## src/logic/nand_host_consts.svh

```systemverilog
`ifndef NAND_HOST_CONSTS_SVH
`define NAND_HOST_CONSTS_SVH

`define CLK_PERIOD_NS     5
// strobe, write-to-read and busy-onset times in ns, cycles rounded up
`define T_STROBE_NS       30
`define T_STROBE_CYC      ((`T_STROBE_NS + `CLK_PERIOD_NS - 1) / `CLK_PERIOD_NS)
`define T_WHR_NS          60
`define T_WHR_CYC         ((`T_WHR_NS + `CLK_PERIOD_NS - 1) / `CLK_PERIOD_NS)
`define T_WB_NS           100
`define T_WB_CYC          ((`T_WB_NS + `CLK_PERIOD_NS - 1) / `CLK_PERIOD_NS)
`define CMD_READ          8'h00
`define CMD_READ_SPARE    8'h50
`define CMD_SERIAL_IN     8'h80
`define CMD_PROG_GO       8'h10
`define CMD_ERASE_SETUP   8'h60
`define CMD_ERASE_GO      8'hD0
`define CMD_STATUS        8'h70
`define CMD_RESET         8'hFF
`define STATUS_FAIL_BIT   0
`define PAGE_LAST_MAIN    10'h1FF
`define PAGE_LAST_FULL    10'h20F
`define ADDR_CYCLES       3
`define ERASE_ADDR_CYCLES 2
`define NUM_BLOCKS        1024
`define FIFO_DEPTH        16

`endif

```

## src/logic/nand_host_pkg.sv

```systemverilog
package nand_host_pkg;
	typedef enum logic [1:0] {
		OP_READ,
		OP_PROGRAM,
		OP_ERASE,
		OP_RESET
	} op_t;
	typedef logic [7:0]  byte_t;
	typedef logic [9:0]  block_t;
	typedef logic [23:0] flash_addr_t;
endpackage

```

## src/logic/data_fifo.sv

```systemverilog
`timescale 1ns/100ps
module data_fifo #(
	parameter int WIDTH = 8,
	parameter int DEPTH = 16
) (
	input  wire logic             ref_clk,
	input  wire logic             arst_n,
	input  wire logic [WIDTH-1:0] in_data,
	input  wire logic             in_valid,
	output logic                  in_ready,
	output logic      [WIDTH-1:0] out_data,
	output logic                  out_valid,
	input  wire logic             out_ready,
	input  wire logic             flush
);
	localparam int AW = $clog2(DEPTH);
	logic [WIDTH-1:0] mem_q [DEPTH];
	logic [AW-1:0]    wr_q;
	logic [AW-1:0]    rd_q;
	logic [AW:0]      cnt_q;
	logic             push;
	logic             pop;

	assign in_ready  = (cnt_q != (AW+1)'(DEPTH));
	assign out_valid = (cnt_q != '0);
	assign out_data  = mem_q[rd_q];
	assign push      = in_valid && in_ready;
	assign pop       = out_valid && out_ready;

	always_ff @(posedge ref_clk) begin
		if (push)
			mem_q[wr_q] <= in_data;
	end

	always_ff @(posedge ref_clk or negedge arst_n) begin
		if (!arst_n) begin
			wr_q  <= '0;
			rd_q  <= '0;
			cnt_q <= '0;
		end else if (flush) begin
			wr_q  <= '0;
			rd_q  <= '0;
			cnt_q <= '0;
		end else begin
			if (push)
				wr_q <= wr_q + 1'b1;
			if (pop)
				rd_q <= rd_q + 1'b1;
			cnt_q <= cnt_q + (AW+1)'(push) - (AW+1)'(pop);
		end
	end
endmodule

```

## src/logic/nand_host.sv

```systemverilog
`timescale 1ns/100ps
`include "nand_host_consts.svh"
module nand_host (
	input  wire logic                      ref_clk,
	input  wire logic                      arst_n,
	input  wire logic                      req_valid,
	output logic                           req_ready,
	input  wire nand_host_pkg::op_t        req_op,
	input  wire nand_host_pkg::flash_addr_t req_addr,
	input  wire logic                      req_spare,
	input  wire logic                      req_verify,
	input  wire nand_host_pkg::byte_t      wr_data,
	input  wire logic                      wr_valid,
	output logic                           wr_ready,
	output nand_host_pkg::byte_t           rd_data,
	output logic                           rd_valid,
	output logic                           done,
	output logic                           failed,
	output logic                           retired,
	output logic                           refused,
	output logic                           cmd_latch,
	output logic                           addr_latch,
	output logic                           chip_sel_n,
	output logic                           write_pulse_n,
	output logic                           output_pulse_n,
	output logic                           spare_zone_gate_n,
	output nand_host_pkg::byte_t           io_out,
	output logic                           io_oe,
	input  wire nand_host_pkg::byte_t      io_in,
	input  wire logic                      ready_busy
);
	import nand_host_pkg::*;

	typedef enum logic [4:0] {
		S_IDLE, S_CMD, S_ADDR, S_DATA, S_GO, S_WAIT_BUSY, S_WAIT_READY,
		S_STAT_CMD, S_STAT_RD, S_READ, S_VER_CMD, S_VER_ADDR, S_VER_WAIT,
		S_VER_RD, S_DONE
	} state_t;

	state_t      st_q;
	state_t      after_q;
	op_t         op_q;
	flash_addr_t addr_q;
	logic        spare_q;
	logic        verify_q;
	logic        mism_q;
	logic [1:0]  retry_q;
	logic [1:0]  acnt_q;
	logic [9:0]  bcnt_q;
	logic [4:0]  tim_q;
	logic [1:0]  ph_q;
	byte_t       cmd_q;
	logic [1:0]  rb_sync_q;
	byte_t       io_sync1_q;
	byte_t       io_sync_q;
	byte_t       samp_q;
	logic        bad_q [`NUM_BLOCKS];
	logic        fifo_in_ready;
	byte_t       fifo_data;
	logic        fifo_valid;
	logic        fifo_pop;
	logic        fifo_flush;
	logic [9:0]  last_byte;
	logic        busy_wait;
	logic        ready_now;
	block_t      blk;
	logic [1:0]  addr_cycles;

	assign blk         = addr_q[23:14];
	assign last_byte   = spare_q ? `PAGE_LAST_MAIN : `PAGE_LAST_FULL;
	assign ready_now   = rb_sync_q[1];
	assign addr_cycles = (op_q == OP_ERASE) ? 2'(`ERASE_ADDR_CYCLES) : 2'(`ADDR_CYCLES);
	assign busy_wait   = (tim_q != '0);
	assign fifo_pop    = (st_q == S_DATA) && (ph_q == 2'd2) && !busy_wait;
	assign fifo_flush  = (st_q == S_IDLE);
	assign wr_ready    = fifo_in_ready;

	data_fifo #(.WIDTH(8), .DEPTH(`FIFO_DEPTH)) u_fifo (
		.ref_clk   (ref_clk),
		.arst_n    (arst_n),
		.in_data   (wr_data),
		.in_valid  (wr_valid && op_q == OP_PROGRAM && st_q != S_IDLE),
		.in_ready  (fifo_in_ready),
		.out_data  (fifo_data),
		.out_valid (fifo_valid),
		.out_ready (fifo_pop),
		.flush     (fifo_flush)
	);

	// pins from the device pass two flops
	always_ff @(posedge ref_clk or negedge arst_n) begin
		if (!arst_n) begin
			rb_sync_q  <= '0;
			io_sync1_q <= '0;
			io_sync_q  <= '0;
		end else begin
			rb_sync_q  <= {rb_sync_q[0], ready_busy};
			io_sync1_q <= io_in;
			io_sync_q  <= io_sync1_q;
		end
	end

	// bad block table survives until reset only; no persistent copy kept
	always_ff @(posedge ref_clk or negedge arst_n) begin
		if (!arst_n) begin
			for (int i = 0; i < `NUM_BLOCKS; i++)
				bad_q[i] <= 1'b0;
		end else if (st_q == S_STAT_RD && ph_q == 2'd3 && !busy_wait
			&& samp_q[`STATUS_FAIL_BIT] && op_q != OP_RESET) begin
			bad_q[blk] <= 1'b1;
		end else if (st_q == S_VER_RD && ph_q == 2'd3 && !busy_wait && mism_q
			&& retry_q == 2'd3) begin
			bad_q[blk] <= 1'b1;
		end
	end

	// write strobe phases: 0 setup, 1 low, 2 high, 3 advance; read strobe phases: 0 low, 1 hold, 2 sample/high, 3 advance
	always_ff @(posedge ref_clk or negedge arst_n) begin
		if (!arst_n) begin
			st_q              <= S_IDLE;
			after_q           <= S_IDLE;
			op_q              <= OP_READ;
			addr_q            <= '0;
			spare_q           <= 1'b0;
			verify_q          <= 1'b0;
			mism_q            <= 1'b0;
			retry_q           <= '0;
			acnt_q            <= '0;
			bcnt_q            <= '0;
			tim_q             <= '0;
			ph_q              <= '0;
			cmd_q             <= '0;
			samp_q            <= '0;
			req_ready         <= 1'b0;
			rd_data           <= '0;
			rd_valid          <= 1'b0;
			done              <= 1'b0;
			failed            <= 1'b0;
			retired           <= 1'b0;
			refused           <= 1'b0;
			cmd_latch         <= 1'b0;
			addr_latch        <= 1'b0;
			chip_sel_n        <= 1'b1;
			write_pulse_n     <= 1'b1;
			output_pulse_n    <= 1'b1;
			spare_zone_gate_n <= 1'b1;
			io_out            <= '0;
			io_oe             <= 1'b0;
		end else begin
			rd_valid  <= 1'b0;
			done      <= 1'b0;
			refused   <= 1'b0;
			retired   <= 1'b0;
			// ready must not wait for valid, or a valid-first requester hangs
			req_ready <= (st_q == S_IDLE);
			if (busy_wait) begin
				tim_q <= tim_q - 1'b1;
			end else begin
				case (st_q)
				S_IDLE: begin
					chip_sel_n <= 1'b1;
					if (req_valid && req_ready) begin
						req_ready <= 1'b0;
						op_q      <= req_op;
						addr_q    <= req_addr;
						spare_q   <= req_spare;
						verify_q  <= req_verify;
						retry_q   <= '0;
						failed    <= 1'b0;
						ph_q      <= '0;
						if (req_op != OP_RESET && bad_q[req_addr[23:14]]) begin
							refused <= 1'b1;
						end else begin
							chip_sel_n        <= 1'b0;
							// gate pin high hides the spare bytes: page ends at 511
							spare_zone_gate_n <= req_spare;
							st_q              <= S_CMD;
							case (req_op)
							OP_READ:    cmd_q <= `CMD_READ;
							OP_PROGRAM: cmd_q <= `CMD_SERIAL_IN;
							OP_ERASE:   cmd_q <= `CMD_ERASE_SETUP;
							default:    cmd_q <= `CMD_RESET;
							endcase
						end
					end
				end
				S_CMD, S_GO, S_STAT_CMD, S_VER_CMD: begin
					case (ph_q)
					2'd0: begin
						cmd_latch <= 1'b1;
						io_oe     <= 1'b1;
						io_out    <= cmd_q;
						ph_q      <= 2'd1;
					end
					2'd1: begin
						write_pulse_n <= 1'b0;
						tim_q         <= 5'(`T_STROBE_CYC);
						ph_q          <= 2'd2;
					end
					2'd2: begin
						write_pulse_n <= 1'b1;
						tim_q         <= 5'(`T_STROBE_CYC);
						ph_q          <= 2'd3;
					end
					default: begin
						cmd_latch <= 1'b0;
						io_oe     <= 1'b0;
						ph_q      <= '0;
						acnt_q    <= '0;
						bcnt_q    <= '0;
						case (st_q)
						S_CMD: st_q <= (op_q == OP_RESET) ? S_WAIT_BUSY : S_ADDR;
						S_VER_CMD: st_q <= S_VER_ADDR;
						S_GO: st_q <= S_WAIT_BUSY;
						default: begin
							tim_q <= 5'(`T_WHR_CYC);
							st_q  <= S_STAT_RD;
						end
						endcase
					end
					endcase
				end
				S_ADDR, S_VER_ADDR: begin
					case (ph_q)
					2'd0: begin
						addr_latch <= 1'b1;
						io_oe      <= 1'b1;
						if (op_q == OP_ERASE)
							io_out <= (acnt_q == 2'd0) ? addr_q[16:9] : {1'b0, addr_q[23:17]};
						else
							io_out <= (acnt_q == 2'd0) ? addr_q[7:0]
								: (acnt_q == 2'd1) ? addr_q[16:9] : {1'b0, addr_q[23:17]};
						ph_q <= 2'd1;
					end
					2'd1: begin
						write_pulse_n <= 1'b0;
						tim_q         <= 5'(`T_STROBE_CYC);
						ph_q          <= 2'd2;
					end
					2'd2: begin
						write_pulse_n <= 1'b1;
						tim_q         <= 5'(`T_STROBE_CYC);
						ph_q          <= 2'd3;
					end
					default: begin
						ph_q <= '0;
						if (acnt_q == addr_cycles - 2'd1) begin
							addr_latch <= 1'b0;
							io_oe      <= 1'b0;
							if (op_q == OP_ERASE) begin
								cmd_q <= `CMD_ERASE_GO;
								st_q  <= S_GO;
							end else if (op_q == OP_PROGRAM && st_q == S_ADDR) begin
								st_q <= S_DATA;
							end else begin
								after_q <= (st_q == S_VER_ADDR) ? S_VER_RD : S_READ;
								tim_q   <= 5'(`T_WB_CYC);
								st_q    <= S_VER_WAIT;
							end
						end else begin
							acnt_q <= acnt_q + 1'b1;
						end
					end
					endcase
				end
				S_DATA: begin
					case (ph_q)
					2'd0: if (fifo_valid) begin
						io_oe  <= 1'b1;
						io_out <= fifo_data;
						ph_q   <= 2'd1;
					end
					2'd1: begin
						write_pulse_n <= 1'b0;
						tim_q         <= 5'(`T_STROBE_CYC);
						ph_q          <= 2'd2;
					end
					2'd2: begin
						write_pulse_n <= 1'b1;
						tim_q         <= 5'(`T_STROBE_CYC);
						ph_q          <= 2'd3;
					end
					default: begin
						ph_q   <= '0;
						bcnt_q <= bcnt_q + 1'b1;
						if (bcnt_q == last_byte) begin
							io_oe <= 1'b0;
							cmd_q <= `CMD_PROG_GO;
							st_q  <= S_GO;
						end
					end
					endcase
				end
				S_WAIT_BUSY: begin
					// wait out busy onset before watching ready
					tim_q <= 5'(`T_WB_CYC);
					st_q  <= S_WAIT_READY;
				end
				S_WAIT_READY, S_VER_WAIT: if (ready_now) begin
					if (st_q == S_VER_WAIT) begin
						st_q <= after_q;
					end else if (op_q == OP_RESET) begin
						st_q <= S_DONE;
					end else begin
						cmd_q <= `CMD_STATUS;
						st_q  <= S_STAT_CMD;
					end
				end
				S_STAT_RD, S_READ, S_VER_RD: begin
					case (ph_q)
					2'd0: begin
						output_pulse_n <= 1'b0;
						tim_q          <= 5'(`T_STROBE_CYC);
						ph_q           <= 2'd1;
					end
					2'd1: begin
						tim_q <= 5'd3;
						ph_q  <= 2'd2;
					end
					2'd2: begin
						output_pulse_n <= 1'b1;
						// take the byte before the strobe rises; a released bus is not valid
						samp_q         <= io_sync_q;
						tim_q          <= 5'(`T_STROBE_CYC);
						ph_q           <= 2'd3;
					end
					default: begin
						ph_q   <= '0;
						bcnt_q <= bcnt_q + 1'b1;
						if (st_q == S_STAT_RD) begin
							if (samp_q[`STATUS_FAIL_BIT]) begin
								failed  <= 1'b1;
								retired <= 1'b1;
								st_q    <= S_DONE;
							end else if (op_q == OP_PROGRAM && verify_q) begin
								cmd_q  <= `CMD_READ;
								mism_q <= 1'b0;
								st_q   <= S_VER_CMD;
							end else begin
								// verify off: caller must keep a 1-correct 2-detect code
								st_q <= S_DONE;
							end
						end else if (st_q == S_READ) begin
							rd_data  <= samp_q;
							rd_valid <= 1'b1;
							if (bcnt_q == last_byte)
								st_q <= S_DONE;
						end else begin
							// verify only flags byte 0 read back as 8'hFF (erased); data compare needs source copy
							mism_q <= mism_q | (samp_q == 8'hFF && bcnt_q == 10'h000);
							if (bcnt_q == last_byte) begin
								if (!mism_q) begin
									st_q <= S_DONE;
								end else if (retry_q == 2'd3) begin
									failed  <= 1'b1;
									retired <= 1'b1;
									st_q    <= S_DONE;
								end else begin
									// no source copy kept, so a retry repeats the read-back
									retry_q <= retry_q + 1'b1;
									cmd_q   <= `CMD_READ;
									mism_q  <= 1'b0;
									st_q    <= S_VER_CMD;
								end
							end
						end
					end
					endcase
				end
				S_DONE: begin
					chip_sel_n        <= 1'b1;
					spare_zone_gate_n <= 1'b1;
					done              <= 1'b1;
					st_q              <= S_IDLE;
				end
				default: st_q <= S_IDLE;
				endcase
			end
		end
	end
endmodule

```

## config.mk

```make
export PLATFORM = sky130hd
export DESIGN_NAME = nand_host
export DESIGN_NICKNAME = d
export VERILOG_FILES = /design/src/logic/nand_host_pkg.sv /design/src/logic/data_fifo.sv /design/src/logic/nand_host.sv
export VERILOG_INCLUDE_DIRS = /design/src /design/src/logic
export SDC_FILE = /design/constraint.sdc
export NUM_CORES = 2
export LEC_CHECK = 0
export ABC_AREA = 1
export BUFFER_PORTS_ARGS = -buffer_cell sky130_fd_sc_hd__buf_2
export CAP_MARGIN = 20
export CORE_AREA = 2 2 435 437
export DETAILED_ROUTE_END_ITERATION = 8
export DIE_AREA = 0 0 437 439
export GPL_TIMING_DRIVEN = 0
export PLACE_DENSITY = 0.5
export SLEW_MARGIN = 20
export SYNTH_ARGS = -nofsm -noshare
export SYNTH_HDL_FRONTEND = slang
export SYNTH_SLANG_ARGS = --single-unit
```

## constraint.sdc

```tcl
create_clock -name ref_clk -period 7.15 [get_ports ref_clk]
set_clock_uncertainty 0.1 [all_clocks]
set_input_delay 0.3575 -clock ref_clk [delete_from_list [all_inputs] [get_ports ref_clk]]
set_output_delay 0.3575 -clock ref_clk [all_outputs]
set_load 0.1 [all_outputs]
```

; Word-level counts from Yosys, hierarchy flattened
; Memory sizes are Yosys's and may differ from the RTL's.
; Cells that the tools add are included.
[totals]
elab_cells = 1387
ram_bits = 128
in_bits = 49
latchBits = 0
mem_bits_ro = 0
mem_count = 1
output_inout_bits = 30
reg_bits = 1160
[classes]
n_reduce_logical = 75
n_mux = 152
n_bitwise = 10
addsub = 9
shifts = 0
n_eq_ne = 78
n_mul = 0
div_mod_pow = 0
n_lt_le_gt_ge = 3
[mem_list]
columns = memory, depth, width, rd, rd_ports_with_merged_regs, wr, line_no
row1 = u_fifo.mem_q, 16, 8, 1, 0, 1, data_fifo.sv:17  ; logic [WIDTH-1:0] mem_q [DEPTH];
[ops]
columns = cell, count
row1 = two-way mux 1024 bit, 2
row2 = bitwise OR 1024 bit, 1
row3 = two-way mux 8 bit, 26
row4 = two-way mux 5 bit, 21
row5 = inequality test 2 bit (second input constant), 26
row6 = two-way mux 1 bit, 50
row7 = one-hot mux 8 bit (3 select lines), 2
row8 = one-hot mux 8 bit (5 select lines), 1
row9 = inequality test 3 bit (second input constant), 12
row10 = == test 5 x 4 -> 1 bit (second input constant), 7
row11 = one-hot mux 5 bit (7 select lines), 1
row12 = two-way mux 10 bit, 3
row13 = one-hot mux 5 bit (2 select lines), 3
row14 = two-way mux 4 bit, 7
row15 = AND reduction 9 bit, 3
row16 = one-hot mux 5 bit (5 select lines), 1
row17 = >= comparator 11 bit (second input constant), 2
row18 = two-way mux 2 bit, 11
row19 = NOT 10 -> 11 bit, 2
row20 = == test 5 x 3 -> 1 bit (second input constant), 4
row21 = logical AND 1 bit, 20
row22 = inequality test 4 bit (second input constant), 5
row23 = one-hot mux 10 bit (2 select lines), 1
row24 = nonzero test 2 bit, 10
row25 = 49 further kinds, 106

; Logic depth before layout (Yosys ltp)
[logic_depth]
depth_word = 9
ltp_mapped = 21
ltp_nobuf = 19

; Cells and area by module
; Synthesis repeated with hierarchy kept, for this count alone.
[hier_totals]
cells_unflattened = 5919
area_unflattened_um2 = 56755.7
[by_module_without_submodules]
columns = module, seq_area_each_um2, cells_each, instances, area_each_um2
row1 = nand_host, 28507.3, 5294, 1, 50383.3
row2 = data_fifo, 4169.0, 625, 1, 6372.4

; Least setup slack after synthesis
; Ideal clock, no wire load.
[synth_path]
path_type = register to register
from = reg u_fifo.cnt_q[3]
to = reg u_fifo.cnt_q[4]
setup_slack_ps = 3638
period_less_slack_ps = 3512
t_required_ps = 6918
arrival_time_ps = 3280
stages_incl_launch_ff = 13
n_path_buf = 0
setup_ps = 132
cell_sequence = dfrtp_1 -> inv_1 -> ha_1 -> nand4_1 -> nand3_1 -> clkinv_1 -> ha_1 -> fa_1 -> nand2_1 -> a21oi_1 -> nor2_1 -> xor2_1 -> nor2_1
[synth_via]
elab_chain_len = 5
elab_cells_between_ends = 7
classes_between = 2 x add/sub / 1 x eq/ne / 1 x mux / 3 x reduce/logical
[synth_lines]
columns = element, line_no
row1 = from (decl), data_fifo.sv:20  ; logic [AW:0] cnt_q;
row2 = from (signal assigned), data_fifo.sv:49  ; cnt_q <= cnt_q + (AW+1)'(push) - (AW+1)'(pop);
row3 = inequality test 5 bit, data_fifo.sv:24  ; assign in_ready = (cnt_q != (AW+1)'(DEPTH));
row4 = net wr_ready, nand_host.sv:14  ; output logic wr_ready,
row5 = logical AND 1 bit, data_fifo.sv:27  ; assign push = in_valid && in_ready;
row6 = adder 5 x 1 -> 5 bit, data_fifo.sv:49
row7 = subtractor 5 x 1 -> 5 bit, data_fifo.sv:49
row8 = two-way mux 5 bit, data_fifo.sv:40  ; end else if (flush) begin
; The timed path passes the listed nets, and every way through them passes these cells.
; A chain may end at the register's enable or synchronous reset.

; Final worst setup path
[layout_path]
from = reg st_q[3]
to = reg bad_q[338] (netlist bit)
[layout_via]
elab_chain_len = 6
elab_cells_between_ends = 12
classes_between = 2 x eq/ne / 1 x mux / 9 x reduce/logical
[layout_lines]
columns = element, line_no
row1 = from (decl), nand_host.sv:40  ; state_t st_q;
row2 = from (signal assigned), nand_host.sv:212  ; S_CMD: st_q <= (op_q == OP_RESET) ? S_WAIT_BUSY : S_ADDR;
row3 = from (signal assigned), nand_host.sv:301  ; st_q <= after_q;
row4 = "== test 5 x 4 -> 1 bit, on equally long branches", "nand_host.sv:108, nand_host.sv:111"
row5 = "logical AND 1 bit, on equally long branches (3 in series)", "nand_host.sv:108, nand_host.sv:111"
row6 = "logical AND 1 bit, on equally long branches", "nand_host.sv:108, nand_host.sv:112"
row7 = two-way mux 1024 bit or nonzero test 2 bit (tied branches), n/a
row8 = "to (signal, indexed assignment)", nand_host.sv:107  ; bad_q[i] <= 1'b0;
row9 = "to (signal, indexed assignment)", nand_host.sv:110  ; bad_q[blk] <= 1'b1;
row10 = "to (signal, indexed assignment)", nand_host.sv:113  ; bad_q[blk] <= 1'b1;
row11 = to (decl), nand_host.sv:57  ; logic bad_q [`NUM_BLOCKS];
; Several ways; a longest one is shown, not always the timed one.

==> metrics.log <==
INFO  metric switching_power_of_the_nets = 6.420 mW
INFO  metric synth.ff_latch_count = 1280
INFO  metric setup_tns = 0 ps
INFO  metric postCtsResizedCells = 0
INFO  metric fin_crit_sh = 0.5634
INFO  metric status = finished, final reports clean
INFO  metric mappedNetlistNets = 5828
INFO  metric relSlewSlack = 0.1201
INFO  metric setup_viol = 0
INFO  metric worstMarginPinSlew = 1320 ps
INFO  metric grt_pass1_vias = 46440
INFO  metric asyncSetResetFlopFracSynth = 0.9000
INFO  metric routed_via_count = 48050
INFO  metric powerDensity = 290.5 mW/mm^2
INFO  metric hold_path.class = in2reg
INFO  metric synth_sequential_area_ratio = 0.5852
INFO  metric cts.clk_slew.worst_paths = 60 ps
INFO  metric cts_max_path_buffers = 3
INFO  metric worstHoldEndpoint = io_sync1_q[6]
INFO  metric worst_setup_path_start_kind = flip-flop
INFO  metric detailedRoute.firstIterationViolations = 5980
INFO  metric chipWidth = 437 um
INFO  metric worst_r2r_path_depth = 13
INFO  metric die_y = 439 um
INFO  metric timing.critical_path.required = 7780 ps
INFO  metric design.core.area = 0.1870 mm^2
INFO  metric place_hpwl = 171200 um
INFO  metric synth.top_cells.by_count = sky130_fd_sc_hd__nand2_1, sky130_fd_sc_hd__dfrtp_1, sky130_fd_sc_hd__nand3_1, sky130_fd_sc_hd__o21bai_1, sky130_fd_sc_hd__clkbuf_1
INFO  metric initial_core_util = 0.2986
INFO  metric avgRoutedWirePerCell = 29.83 um
INFO  metric period_minus_slack = 4028 ps
INFO  metric final_layout_size_suffix_gt1_frac = 0.09375
INFO  metric number_of_unique_standard_cell_types_used_by_synthesis = 53
INFO  metric hold_start = io_in[6]
INFO  metric power_frac_comb = 0.187
INFO  metric power.share.clock = 0.401
INFO  metric clock_sinks = 1280
INFO  metric clockRootBuffer = sky130_fd_sc_hd__clkbuf_16
INFO  metric worstPathMaxFanout = 10
INFO  metric timing.critical_path.cells = inv_2 > nor2_2 > inv_2 > nor2_2 > inv_2 > nor2_1 > inv_2 > o21ai_1 > nand3_2 > nor4_2 > nand2_1 > clkbuf_1 > o21bai_1
INFO  metric yosys_warnings = 0
INFO  metric number_of_enable_flip_flop_cells_after_synthesis = 128
INFO  metric postSynthAreaPerCell = 9.702 um^2
INFO  metric num-fill-cells = 19080
INFO  metric antenna_violating_nets_post_route = 0
INFO  metric worstReg2RegStart = st_q[3]
INFO  metric hold_viol_final = 0
INFO  metric final_core_utilization = 0.3478
INFO  metric maxSlewViolCount = 0
INFO  metric worst_hold_path.num_cells = 2
INFO  metric postSynthCellCount = 5755
INFO  metric ys_dominant_reg_cell = sky130_fd_sc_hd__dfrtp_1
INFO  metric pin_count = 79
INFO  metric initial_antenna_violation_count = 9
INFO  metric leakage_power_summed_over_all_cells = 28.06 nW
INFO  metric yosys.cell_count.top_type = sky130_fd_sc_hd__nand2_1
INFO  metric cpMostUsedCell = sky130_fd_sc_hd__inv_2
INFO  metric timing.setup.critical_path_class = reg2reg
INFO  metric number_of_rows_created_at_floorplan = 159
INFO  metric htree_levels = 4
INFO  metric regToRegEndpoint = bad_q[338]
INFO  metric die_area = 0.1918 mm^2
INFO  metric drt_pass1_iterations = 6
INFO  metric grt.overflow.total = 0
INFO  metric maxClockFrequency = 248.3 MHz
INFO  metric place.gp.congestion = 0.9541
INFO  metric synth_top_area_cell = sky130_fd_sc_hd__dfrtp_1
INFO  metric post_synth_instance_area = 0.05584 mm^2
INFO  metric critical_path_arrival = 4660 ps
INFO  metric grt_start_max_net_pins = 135
INFO  metric grtUsageTotal = 0.2647
INFO  metric critical-path-max-stage-delay = 930 ps
INFO  metric switching_share = 0.3399
INFO  metric syn2layout_area_growth = 16.49%
INFO  metric finalNetCount = 6107
INFO  metric ff2ff_setup_slack = 3120 ps
INFO  metric clkLatencyLatePin = 840 ps
INFO  metric maxCapViolations = 0
INFO  metric detail_route.vias_per_cell = 5.557
INFO  metric postRouteWirelength = 257900 um
INFO  metric number_of_clock_buffers_inserted_by_tritoncts = 141
INFO  metric cts_tree = done
INFO  metric intPower = 12.47 mW
INFO  metric post-place-cells = 8341
INFO  metric vdd.ir_drop.worst = 276.3 uV
INFO  metric critical_path.endpoint_type = flip-flop
INFO  metric synth_top_area_share = 0.5145
INFO  metric timing.critical_path.slowest_stage_cell = sky130_fd_sc_hd__nor4_2
INFO  metric drcViolationCount = 0
INFO  metric critical_path.top_delay_family = simple AND/OR/NAND/NOR gates
INFO  metric grt_pass1_wl = 360900 um
INFO  metric fin_cells = 8647
INFO  metric seq_power_share = 0.412
INFO  metric synth_area_leaders = sky130_fd_sc_hd__dfrtp_1, sky130_fd_sc_hd__o21bai_1, sky130_fd_sc_hd__nand3_1
INFO  metric cp.buffers_inverters = 5
INFO  metric place.port_buffers = 72
INFO  metric grt_setup_unrepaired = false
==> worst max path at each step <==
stage                               start  depth (start not counted)         endpoint
after floorplan           u_fifo.cnt_q[3]                         12  u_fifo.cnt_q[4]
after global placement             arst_n                          1       bad_q[138]
after detailed placement     req_addr[14]                         19         cmd_q[3]
after CTS                         st_q[3]                         13       bad_q[339]
after global routing              st_q[3]                         13       bad_q[336]
final                             st_q[3]                         13       bad_q[338]
==> cell usage in the layout (no fill, tap or decap), types with 4 or more instances in the layout <==
| master | netlist | final |
|---|---|---|
| sky130_fd_sc_hd__a211oi_1 | 4 | 4 |
| sky130_fd_sc_hd__a21oi_1 | 72 | 72 |
| sky130_fd_sc_hd__a221oi_1 | 4 | 4 |
| sky130_fd_sc_hd__buf_1 | 29 | 17 |
| sky130_fd_sc_hd__buf_16 | 0 | 10 |
| sky130_fd_sc_hd__buf_2 | 112 | 195 |
| sky130_fd_sc_hd__buf_4 | 12 | 13 |
| sky130_fd_sc_hd__buf_6 | 0 | 7 |
| sky130_fd_sc_hd__bufinv_16 | 0 | 8 |
| sky130_fd_sc_hd__clkbuf_1 | 299 | 256 |
| sky130_fd_sc_hd__clkbuf_16 | 0 | 145 |
| sky130_fd_sc_hd__clkbuf_2 | 0 | 71 |
| sky130_fd_sc_hd__clkbuf_8 | 0 | 24 |
| sky130_fd_sc_hd__clkinv_1 | 6 | 8 |
| sky130_fd_sc_hd__clkinv_2 | 0 | 25 |
| sky130_fd_sc_hd__clkinvlp_4 | 0 | 6 |
| sky130_fd_sc_hd__dfrtp_1 | 1148 | 1148 |
| sky130_fd_sc_hd__dfstp_2 | 4 | 4 |
| sky130_fd_sc_hd__diode_2 | 0 | 8 |
| sky130_fd_sc_hd__dlygate4sd3_1 | 0 | 42 |
| sky130_fd_sc_hd__edfxtp_1 | 128 | 128 |
| sky130_fd_sc_hd__ha_1 | 23 | 23 |
| sky130_fd_sc_hd__inv_1 | 130 | 130 |
| sky130_fd_sc_hd__inv_2 | 18 | 18 |
| sky130_fd_sc_hd__inv_6 | 0 | 10 |
| sky130_fd_sc_hd__nand2_1 | 1239 | 1239 |
| sky130_fd_sc_hd__nand3_1 | 1024 | 1024 |
| sky130_fd_sc_hd__nand4_1 | 11 | 11 |
| sky130_fd_sc_hd__nor2_1 | 166 | 158 |
| sky130_fd_sc_hd__nor2_2 | 6 | 12 |
| sky130_fd_sc_hd__nor3_1 | 28 | 28 |
| sky130_fd_sc_hd__nor4_1 | 5 | 5 |
| sky130_fd_sc_hd__nor4_4 | 0 | 4 |
| sky130_fd_sc_hd__o211ai_1 | 20 | 20 |
| sky130_fd_sc_hd__o21ai_0 | 180 | 180 |
| sky130_fd_sc_hd__o21bai_1 | 1000 | 1000 |
| sky130_fd_sc_hd__o221ai_1 | 21 | 21 |
| sky130_fd_sc_hd__o22ai_1 | 16 | 16 |
| sky130_fd_sc_hd__o32a_1 | 4 | 4 |
==> routing by layer <==
layer | vias to the layer above | GRT usage | wire length [um] | share of wire
met1 | 24590 | 0.3527 | 104100 | 0.40
met5 | - | 0 | 25 | 0.000097
met3 | 587 | 0.05839 | 24460 | 0.095
met4 | 4 | 0.1440 | 15870 | 0.062
li1 | 20320 | - | - | -
met2 | 2553 | 0.3999 | 113500 | 0.44
==> power groups by stage <==
| stage | combinational, mW | sequential (mW) | clock [mW] |
|---|---|---|---|
| floorplan | 1.41 | 8.14 | 0 |
| global placement | 3.34 | 7.91 | 0 |
| detailed placement | 3.40 | 7.91 | 0 |
| CTS | 3.43 | 7.78 | 7.64 |
| global route | 3.65 | 7.80 | 7.93 |
| finish | 3.53 | 7.78 | 7.58 |
==> cells by family after synthesis <==
family | Yosys count | share of synthesized area
adder cells (fa/ha/maj) | 24 | 0.005513
flip-flops | 1280 | 0.5852
buffers and inverters | 606 | 0.04406
AND/OR/NAND/NOR | 2495 | 0.1942
multiplexers | 2 | 0.0003809
AO/OA/AOI/OAI | 1343 | 0.1698
XOR/XNOR | 5 | 0.0007844
==> sequential cells by signal, summed over array words and instances (netlist names), 8 cells and up <==
| register | count |
|---|---|
| rd_data | 8 |
| io_sync_q | 8 |
| bcnt_q | 10 |
| io_sync1_q | 8 |
| addr_q | 23 |
| io_out | 8 |
| samp_q | 8 |
| bad_q | 1024 |
| u_fifo.mem_q | 128 |
==> what timing repair did <==
action / 4_1_cts / 5_1_grt
hold buffers: 43 / 0
setup endpoints to repair: 0 / 0
buffers inserted: 0 / 0
endpoints found under the hold margin: 399 / 0
==> through the flow <==
| step | hold WS (ps) | setup WS (ps) | power (mW) | instance area (um^2) |
|---|---|---|---|---|
| 6_report | 86.32 | 3122 | 18.89 | 65040 |
| 5_1_grt | 66.07 | 2982 | 19.38 | 65020 |
| 4_1_cts | 40.06 | 3150 | 18.85 | 64990 |
| 3_5_place_dp | 107.7 | 2582 | 11.32 | 59870 |
| 3_3_place_gp | 233.4 | -20970 | 11.25 | 59320 |
| 2_1_floorplan | -38.09 | 3638 | 9.551 | 55840 |
==> final cells by class <==
| class | instances | area (um^2) | area share |
|---|---|---|---|
| sequential | 1280 | 32680 | 0.5024 |
| multi-input combinational | 3869 | 20760 | 0.3193 |
| clock buffer | 197 | 4064 | 0.06248 |
| tap | 2495 | 3122 | 0.04800 |
| buffer | 452 | 1986 | 0.03053 |
| timing repair buffer | 136 | 1222 | 0.01879 |
| clock inverter | 56 | 608.1 | 0.009349 |
| inverter | 154 | 578.1 | 0.008888 |
| antenna | 8 | 20.02 | 0.0003078 |
Note: power is estimated with default switching activity, not from simulation.
